File: config.mk
export PLATFORM = sky130hd
export DESIGN_NAME = sewg_guard
export DESIGN_NICKNAME = d
export VERILOG_FILES = /design/src/rtl/sewg_pkg.sv /design/src/rtl/sewg_guard.sv
export SDC_FILE = /design/constraint.sdc
export NUM_CORES = 1
export LEC_CHECK = 0
export ABC_AREA = 1
export ABC_CLOCK_PERIOD_IN_PS = 2100
export BUFFER_PORTS_ARGS = -buffer_cell sky130_fd_sc_hd__buf_2
export CAP_MARGIN = 20
export CORE_MARGIN = 5
export CORE_UTILIZATION = 57
export DETAILED_ROUTE_END_ITERATION = 12
export HOLD_SLACK_MARGIN = 0.06
export PLACE_DENSITY = 0.79
export SYNTH_ARGS = -nofsm -noshare
export SYNTH_HDL_FRONTEND = slang
export SYNTH_SLANG_ARGS = --single-unit
File: constraint.sdc
create_clock -name sys_clk_in -period 2.1 [get_ports sys_clk_in]
set_clock_uncertainty 0.2 [all_clocks]
set_input_delay 0.42 -clock sys_clk_in [delete_from_list [all_inputs] [get_ports sys_clk_in]]
set_output_delay 0.42 -clock sys_clk_in [all_outputs]
set_load 0.01 [all_outputs]
File: src/rtl/sewg_pkg.sv
package sewg_pkg;

  // ****************************************************************
  // link timing
  // ****************************************************************
  localparam int SYS_CLK_MHZ   = 50;
  localparam int GLITCH_NS     = 20;
  // a pulse must outlast the glitch width, so round up to whole cycles
  localparam int GLITCH_CYC    = (GLITCH_NS * SYS_CLK_MHZ + 999) / 1000 < 1 ? 1 :
                                 (GLITCH_NS * SYS_CLK_MHZ + 999) / 1000;

  // ****************************************************************
  // frame layout
  // ****************************************************************
  localparam int ADDR_W_DEF    = 8;
  localparam int DATA_W        = 16;
  localparam int OP_W          = 2;

  // ****************************************************************
  // opcode encodings (first two bits after the start bit)
  // ****************************************************************
  localparam logic [1:0] OP_EXT   = 2'h0;   // mode and chip-wide group
  localparam logic [1:0] OP_WRITE = 2'h1;
  localparam logic [1:0] OP_READ  = 2'h2;
  localparam logic [1:0] OP_ERASE = 2'h3;
  // top two address bits select the member of the chip-wide group
  localparam logic [1:0] EXT_WRITE_DISABLE = 2'h0;
  localparam logic [1:0] EXT_WRITE_ALL     = 2'h1;
  localparam logic [1:0] EXT_ERASE_ALL     = 2'h2;
  localparam logic [1:0] EXT_WRITE_ENABLE  = 2'h3;

  // ****************************************************************
  // types
  // ****************************************************************
  typedef enum logic [2:0] {
    SEWG_K_NONE        = 3'h0,
    SEWG_K_WRITE       = 3'h1,
    SEWG_K_ERASE       = 3'h2,
    SEWG_K_WRITE_ALL   = 3'h3,
    SEWG_K_ERASE_ALL   = 3'h4,
    SEWG_K_WR_ENABLE   = 3'h5,
    SEWG_K_WR_DISABLE  = 3'h6
  } sewg_kind_e;

  typedef enum logic [1:0] {
    SEWG_S_IDLE  = 2'h0,
    SEWG_S_SHIFT = 2'h1,
    SEWG_S_WAIT  = 2'h2
  } sewg_state_e;

  // program request handed to the array sequencer
  typedef struct packed {
    sewg_kind_e          kind;
    logic [15:0]         addr;
    logic [DATA_W-1:0]   data;
  } sewg_prog_s;

endpackage : sewg_pkg

File: src/rtl/sewg_guard.sv
`timescale 1ns/100ps

// Operation
// - power-up or low supply cancels pending writes and forces program-disable.
// - supply loss mid-programming leaves the target words undefined.
// - write-class frames with any other clock count are cancelled.
// - an overcounted write-disable frame decoding as erase is rejected.
// - no programming starts while chip select is high; host keeps it low idle.
// - serial data output drives high, low, or floats.
// - pulses of 20 ns or less on clock, data, select are filtered.
// - write-enable sets program-enable, write-disable sets program-disable.
// - write, erase, write-all, erase-all run only in program-enable mode.
// - programming starts at select fall; host sends nothing while busy.
module sewg_guard
  import sewg_pkg::*;
#(
  parameter int ADDR_W = ADDR_W_DEF
) (
  // system
  input  wire logic        sys_clk_in,
  input  wire logic        sys_rst_in,
  // serial link pins
  input  wire logic        chip_sel_in,
  input  wire logic        ser_clk_in,
  input  wire logic        ser_din_in,
  output logic             ser_dout_out,
  output logic             ser_dout_oe_out,
  // supply monitor, high while the supply is below release level
  input  wire logic        low_supply_in,
  // array sequencer
  input  wire logic        prog_busy_in,
  output logic             prog_start_out,
  output sewg_prog_s       prog_req_out,
  output logic             prog_abort_out,
  output logic             prog_enabled_out
);

  localparam int CNT_W   = 6;
  localparam int SHORT_N = 1 + OP_W + ADDR_W;
  localparam int LONG_N  = SHORT_N + DATA_W;
  localparam logic [CNT_W-1:0] CNT_SHORT = CNT_W'(SHORT_N);
  localparam logic [CNT_W-1:0] CNT_LONG  = CNT_W'(LONG_N);
  localparam logic [CNT_W-1:0] CNT_SAT   = CNT_W'(LONG_N + 1);
  localparam logic [3:0]       FILT_MAX  = 4'(GLITCH_CYC);

  // ****************************************************************
  // input synchronisers and glitch filters
  // ****************************************************************
  logic [2:0] raw;
  logic [2:0] sync1_q, sync2_q, sync3_q;
  logic [2:0] filt_q, filt_d;
  logic [3:0] fcnt_q [3];
  logic [3:0] fcnt_d [3];
  logic [1:0] lvd_sync_q;
  logic       lvd_q;

  assign raw = {chip_sel_in, ser_clk_in, ser_din_in};

  // a level is taken once stage two and three agree; that alone rejects a one-cycle glitch,
  // so each further cycle of glitch width adds one cycle of hold, and a two-cycle pulse still passes
  always_comb begin
    for (int i = 0; i < 3; i++) begin
      filt_d[i] = filt_q[i];
      fcnt_d[i] = 4'h0;
      if (sync2_q[i] == sync3_q[i] && sync3_q[i] != filt_q[i]) begin
        if (fcnt_q[i] >= FILT_MAX - 4'h1) begin
          filt_d[i] = sync3_q[i];
        end else begin
          fcnt_d[i] = fcnt_q[i] + 4'h1;
        end
      end
    end
  end

  // filter registers; select resets low so nothing can start before it is seen high
  always_ff @(posedge sys_clk_in) begin
    if (sys_rst_in) begin
      sync1_q    <= 3'h0;
      sync2_q    <= 3'h0;
      sync3_q    <= 3'h0;
      filt_q     <= 3'h0;
      lvd_sync_q <= 2'h3;
      lvd_q      <= 1'b1;
      for (int i = 0; i < 3; i++) fcnt_q[i] <= 4'h0;
    end else begin
      sync1_q    <= raw;
      sync2_q    <= sync1_q;
      sync3_q    <= sync2_q;
      filt_q     <= filt_d;
      lvd_sync_q <= {lvd_sync_q[0], low_supply_in};
      lvd_q      <= lvd_sync_q[1];
      for (int i = 0; i < 3; i++) fcnt_q[i] <= fcnt_d[i];
    end
  end

  logic cs_f, sk_f, di_f;
  logic cs_prev_q, sk_prev_q;
  logic sk_rise, cs_rise, cs_fall, low_v;

  assign cs_f    = filt_q[2];
  assign sk_f    = filt_q[1];
  assign di_f    = filt_q[0];
  assign sk_rise = sk_f & ~sk_prev_q;
  assign cs_rise = cs_f & ~cs_prev_q;
  assign cs_fall = ~cs_f & cs_prev_q;
  // low supply counts only when both late stages agree
  assign low_v   = lvd_sync_q[1] & lvd_q;

  // ****************************************************************
  // frame decoder and clock-count monitor
  // ****************************************************************
  sewg_state_e             st_q, st_d;
  logic [CNT_W-1:0]        cnt_q, cnt_d;
  logic [OP_W-1:0]         op_q, op_d;
  logic [ADDR_W-1:0]       addr_q, addr_d;
  logic [DATA_W-1:0]       data_q, data_d;
  logic                    pe_q, pe_d;
  logic                    start_d;
  sewg_prog_s              req_q, req_d;
  sewg_kind_e              kind;
  logic                    start_q, abort_q, abort_d;

  // classify the captured frame from opcode and top address bits
  function automatic sewg_kind_e decode(input logic [OP_W-1:0] op, input logic [1:0] ext);
    case (op)
      OP_WRITE: decode = SEWG_K_WRITE;
      OP_ERASE: decode = SEWG_K_ERASE;
      OP_EXT: begin
        case (ext)
          EXT_WRITE_ENABLE:  decode = SEWG_K_WR_ENABLE;
          EXT_WRITE_DISABLE: decode = SEWG_K_WR_DISABLE;
          EXT_WRITE_ALL:     decode = SEWG_K_WRITE_ALL;
          EXT_ERASE_ALL:     decode = SEWG_K_ERASE_ALL;
          default:           decode = SEWG_K_NONE;
        endcase
      end
      default: decode = SEWG_K_NONE;
    endcase
  endfunction : decode

  // exact clock count that each write-class or mode frame must carry
  function automatic logic [CNT_W-1:0] expected(input sewg_kind_e k);
    case (k)
      SEWG_K_WRITE, SEWG_K_WRITE_ALL: expected = CNT_LONG;
      default:                        expected = CNT_SHORT;
    endcase
  endfunction : expected

  assign kind = decode(op_q, addr_q[ADDR_W-1 -: 2]);

  // frame tracking, mode flag and program launch
  always_comb begin
    st_d    = st_q;
    cnt_d   = cnt_q;
    op_d    = op_q;
    addr_d  = addr_q;
    data_d  = data_q;
    pe_d    = pe_q;
    start_d = 1'b0;
    abort_d = 1'b0;
    req_d   = req_q;
    case (st_q)
      SEWG_S_IDLE: begin
        // frames arriving while the array is busy are ignored
        if (cs_rise && !prog_busy_in) begin
          st_d  = SEWG_S_SHIFT;
          cnt_d = '0;
        end
      end
      SEWG_S_SHIFT: begin
        if (!cs_f) begin
          st_d = SEWG_S_IDLE;
        end else if (sk_rise && di_f) begin
          st_d  = SEWG_S_WAIT;                       // start bit seen
          cnt_d = CNT_W'(1);
        end
      end
      SEWG_S_WAIT: begin
        if (sk_rise && cnt_q != CNT_SAT) begin
          // overcount saturates above the longest frame and can never match
          cnt_d = cnt_q + CNT_W'(1);
          if (cnt_q <= CNT_W'(OP_W)) begin
            op_d = {op_q[OP_W-2:0], di_f};
          end else if (cnt_q <= CNT_W'(OP_W + ADDR_W)) begin
            addr_d = {addr_q[ADDR_W-2:0], di_f};
          end else begin
            data_d = {data_q[DATA_W-2:0], di_f};
          end
        end
        if (cs_fall) begin
          st_d = SEWG_S_IDLE;
          // wrong count cancels the frame, e.g. an extra clock turning disable into erase
          if (cnt_q == expected(kind) && !low_v) begin
            case (kind)
              SEWG_K_WR_ENABLE:  pe_d = 1'b1;
              SEWG_K_WR_DISABLE: pe_d = 1'b0;
              SEWG_K_WRITE, SEWG_K_ERASE, SEWG_K_WRITE_ALL, SEWG_K_ERASE_ALL: begin
                if (pe_q) begin
                  start_d    = 1'b1;
                  req_d.kind = kind;
                  req_d.addr = 16'(addr_q);
                  req_d.data = (kind == SEWG_K_ERASE || kind == SEWG_K_ERASE_ALL) ? 16'hFFFF : data_q;
                end
              end
              default: ;
            endcase
          end
        end
      end
      default: st_d = SEWG_S_IDLE;
    endcase
    // low supply drops any frame in flight and forces program-disable
    if (low_v) begin
      st_d  = SEWG_S_IDLE;
      pe_d  = 1'b0;
      // contents under programming are undefined; tell the sequencer to stop
      abort_d = prog_busy_in;
    end
  end

  // decoder registers; reset stands for power-up and leaves program-disable
  always_ff @(posedge sys_clk_in) begin
    if (sys_rst_in) begin
      st_q      <= SEWG_S_IDLE;
      cnt_q     <= '0;
      op_q      <= '0;
      addr_q    <= '0;
      data_q    <= '0;
      pe_q      <= 1'b0;
      start_q   <= 1'b0;
      abort_q   <= 1'b0;
      req_q     <= '0;
      cs_prev_q <= 1'b0;
      sk_prev_q <= 1'b0;
    end else begin
      st_q      <= st_d;
      cnt_q     <= cnt_d;
      op_q      <= op_d;
      addr_q    <= addr_d;
      data_q    <= data_d;
      pe_q      <= pe_d;
      start_q   <= start_d;
      abort_q   <= abort_d;
      req_q     <= req_d;
      cs_prev_q <= cs_f;
      sk_prev_q <= sk_f;
    end
  end

  // ****************************************************************
  // three-state data output
  // ****************************************************************
  logic dout_q, dout_d, oe_q, oe_d;

  // status shows ready/busy while select is high before a start bit, and also while a
  // frame is ignored because the array is busy, so the host can poll; floats otherwise
  always_comb begin
    oe_d   = 1'b0;
    dout_d = 1'b0;
    if (cs_f && st_q != SEWG_S_WAIT) begin
      oe_d   = 1'b1;
      dout_d = ~prog_busy_in;
    end
  end

  // output registers
  always_ff @(posedge sys_clk_in) begin
    if (sys_rst_in) begin
      dout_q <= 1'b0;
      oe_q   <= 1'b0;
    end else begin
      dout_q <= dout_d;
      oe_q   <= oe_d;
    end
  end

  assign ser_dout_out     = dout_q;
  assign ser_dout_oe_out  = oe_q;
  assign prog_start_out   = start_q;
  assign prog_req_out     = req_q;
  assign prog_abort_out   = abort_q;
  assign prog_enabled_out = pe_q;

endmodule : sewg_guard

Word level (Yosys, flattened, before mapping):

Memory sizes are Yosys's and may differ from the RTL's.
Cells that the tools add are included.

* multiplexer cells: 31
* add/sub/neg operators: 4
* order comparisons: 5
* equality and inequality tests: 28
* reduce and logical (&&, ||, !) cells: 32
* bitwise gates (word level): 19

Operators by type and width (number)
* $mux W4: 9
* $mux W6: 6
* $pmux W6 S3: 1
* $mux W16: 1
* $add A4 B1 Y4 const B: 3
* $ge A4 B1 Y1 const B: 3
* $ne A2 B2 Y1 const B: 6
* $not A1 Y1: 12
* $pmux W3 S4: 1
* $reduce_and A4 Y1: 3
* $reduce_and A5 Y1: 2
* $eq A3 B3 Y1 const B: 3
* $pmux W3 S3: 1
* $eq A2 B2 Y1 const B: 4
* $logic_and A1 B1 Y1: 8
* $mux W2: 4
* $reduce_or A2 Y1: 4
* $add A6 B1 Y6 const B: 1
* $eq A2 B1 Y1 const B: 3
* $eq A3 B2 Y1 const B: 2
* $eq A6 B6 Y1: 1
* $le A6 B2 Y1 const B: 1
* $le A6 B4 Y1 const B: 1
* $logic_not A2 Y1: 3
* 19 further kinds: 36

* memories: 1
* input port bits: 7
* word-level logic and storage cells: 143
* flip-flop bits (word level): 83
* bits in writable memories: 12

Memory list
* fcnt_q: depth 3, bits a word 4, rd ports 3, clocked after Yosys merged registers in 0, wr ports 3, RTL line sewg_guard.sv:52 `logic [3:0] fcnt_q [3];`

Depth between registers and ports, before layout:

* word-level depth: 12
* gate-level depth with buffers: 11
* mapped depth without buffers: 11

Worst setup path before layout:

OpenSTA, ideal clock, no wires.

* path type: reg2reg
* from: reg cnt_q[0]
* to: reg req_q (netlist bit prog_req_out[10])
* slack: 288 ps
* arrival: 1500 ps
* data required time: 1788 ps
* library setup time: 112 ps
* path buffers: 1
* stages on the path, launching flop included: 12
* cell sequence: dfxtp_1 > ha_1 > inv_1 > nor2_1 > nand2_1 > nor2_2 > nand2_2 > nor2_8 > buf_6 > nand3_1 > nand2_1 > nor2_2

* longest elaborated chain between the ends: 3

RTL lines
* start: declaration: RTL line sewg_guard.sv:113 `logic [CNT_W-1:0] cnt_q, cnt_d;`
* start signal: assignment: RTL line sewg_guard.sv:237 `cnt_q <= cnt_d;`
* $eq A6 B6 Y1: RTL line sewg_guard.sv:193 `if (cnt_q == expected(kind) && !low_v) begin`
* $logic_and A1 B1 Y1: RTL line sewg_guard.sv:193
* $reduce_and A5 Y1 (no source line)
* end signal: assignment: RTL line sewg_guard.sv:244 `req_q <= req_d;`
* end: declaration: RTL line sewg_guard.sv:119 `sewg_prog_s req_q, req_d;`

No other way between the ends.
A chain may end at the register's enable or synchronous reset.

Worst setup path in the final report:

* from: reg cnt_q[0]
* to: reg req_q (netlist bit prog_req_out[14])

The elaborated chain is that of the path after synthesis.

==> flow_metrics.tcl <==
set metrics [dict create \
    status "finished clean" \
    start_util_pct 58.6 \
    drcViolationCount 0 \
    synth.avg_cell_area_sq_um 7.34 \
    io_buffers 38 \
    period_share_pct 89.5 \
    met1_usage_pct 22.4 \
    dieArea_sq_um 8200 \
    layout_common_cells "nor2_1, dfxtp_1, nand2_1" \
    max_freq_mhz 532 \
    postLayoutCoreUtil_pct 67.1 \
    numCtsBuffers 9 \
    yosys_warnings 0 \
    cp.required_ns 2.16 \
    drt_iter0_drc 153 \
    antennaDiodeCount 0 \
    grt_pass1_wl_microns 12500 \
    cts_htree_levels 3 \
    core_area_sq_um 6310 \
    hold_path_depth 3 \
    globalRouteOverflowTotal 0 \
    crit_fanout 13 \
    worst_r2r_path_depth 11 \
    leakage_nw 1.84 \
    ys_seq_area_share_pct 44.9 \
    busiest_layer "met2" \
    nets 564 \
    startpoint_type "flip-flop" \
    use_met3_pct 4.25 \
    cts_tree "done" \
    setup_violations 0 \
    ios 47 \
    ys_types 32 \
    grt_util_met2_pct 28.9 \
    cts_max_path_buffers 2 \
    wirelength_microns 7400 \
    wire_per_inst_microns 11.7 \
    clock-sinks 83 \
    antenna_found_initial 0 \
    drtAntennaViolNets 0 \
    hold_violations 0 \
    finalCriticalPeriod_ns 1.88 \
    arrival_ns 1.94 \
    row_count 29 \
    vias 3180 \
    mostFrequentLayoutCell "nor2_1" \
    rsz0062_at_grt "false" \
    clk_latency_ns 0.36 \
    peakVddDrop_uv 626 \
    powerDensity_nw_per_um2 680 \
    grt_pass1_vias 2839 \
    drv_cap 0 \
    area_delta_synth_final_pct 14.6 \
    path_class "flip-flop to flip-flop" \
    hold_class "primary input to flip-flop" \
    drv_slew 0 \
    clk_pin_slew_ns 0.08 \
    cts_root_buf "clkbuf_8" \
    grt.total_usage_pct 18.0 \
    dp_hpwl_microns 4940 \
    viasPerCell 5.03 \
    drtPass1Iterations 5 \
    layout-drive-gt1-share_pct 20.5 \
    die_w_microns 90.5 \
    endpoint_kind "flip-flop" \
    synth_cells 504 \
    grt_start_max_net_pins 39 \
    place.gp.congestion 0.901 \
    die_h_microns 90.5 \
    syn-cell-area_sq_um 3700 \
    tns_ns 0 \
    synth-seq-cells 83 \
]
## cell families (layout without fill, tap and decap cells)
kind of cell	count (synthesis)	in the layout	share of synthesized area (%)
adder cells (fa/ha/maj)	7	7	2.37
other	1	8	0.101
AO/OA/AOI/OAI	49	49	7.11
AND/OR/NAND/NOR	289	291	35.7
buffers and inverters	75	117	9.75
flip-flops	83	83	44.9
## final timing paths
path	end	slack, ns	from
min reg2reg	sync2_q[1]$_SDFF_PP0_	0.21	sync1_q[1]$_SDFF_PP0_
min	sync1_q[2]$_SDFF_PP0_	0.07	chip_sel_in
max	prog_req_out[14]$_SDFFE_PP0P_	0.22	cnt_q[0]$_SDFFE_PP0P_
max reg2reg	prog_req_out[14]$_SDFFE_PP0P_	0.22	cnt_q[0]$_SDFFE_PP0P_
## layer usage
metal / routed length (microns) / vias up / part of all wire (%)
li1: - / 1649 / -
met1: 3300 / 1424 / 45
met2: 3420 / 89 / 46
met3: 461 / 18 / 6.2
met4: 211 / 0 / 2.9
met5: 0 / - / 0
## state kept, by name (all words and copies together), names as in the netlist, 3 cells and up
signal        count
sync3_q           3
sync1_q           3
addr_q            8
prog_req_out     27
cnt_q             6
filt_q            3
sync2_q           3
data_q           16
## where the power goes
group	leakage [nW]	internal (mW)	switching [mW]
logic	1.06	0.0334	0.0556
registers	0.671	1.58	0.00378
clock network	0.105	0.596	0.609
total	1.84	2.21	0.668
## worst max-delay path, stage by stage, from the launching register on
cell and delay [ns]:
dfxtp_2 0.39, ha_1 0.20, inv_1 0.07, nor2_1 0.09
nand2_1 0.09, nor2_4 0.16, nand2_4 0.12, nor2_4 0.12
buf_12 0.14, nand3_1 0.06, nand2_1 0.09, nor2_2 0.03
## synthesized netlist by cell type (all sizes together)
master | count | area share (%)
o21ai | 36 | 4.9
nand4 | 4 | 0.68
nor3 | 3 | 0.41
nand3 | 46 | 6.7
dfxtp | 83 | 45
clkinv | 1 | 0.10
nor4 | 1 | 0.17
a21oi | 12 | 2.0
nand2 | 70 | 8.1
conb | 1 | 0.10
ha | 7 | 2.4
or2 | 3 | 0.51
o211ai | 1 | 0.20
inv | 46 | 4.7
buf | 22 | 4.4
nor2 | 162 | 19
clkbuf | 6 | 0.61
## final cells by class
cell class,count,area [sq um]
fill,574,2080
multi-input combinational,355,1730
sequential,83,1660
timing repair buffer,54,358
inverter,47,176
clock buffer,10,138
tap,77,96.3
clock inverter,6,71.3
## through the flow
step | std cells | setup slack [ns] | total power [mW] | hold WS, ns | cell area [sq um]
finish | 632 | 0.220 | 2.88 | 0.0672 | 4240
global route | 632 | 0.0295 | 3.00 | 0.0784 | 4240
CTS | 629 | 0.0238 | 2.90 | 0.0619 | 4180
detailed placement | 609 | 0.0388 | 1.71 | 0.196 | 3930
global placement | 609 | 0.109 | 1.70 | 0.191 | 3930
floorplan | 511 | 0.288 | 1.69 | 0.188 | 3720
## what timing repair did
item | 4_1_cts | 5_1_grt
hold endpoints to repair | 4 | 0
endpoints found under the setup margin | 0 | 35
setup buffers | 0 | 1
gates resized for setup | 0 | 3
hold buffers | 4 | 0
No activity file was read; power rests on OpenSTA's default activity.
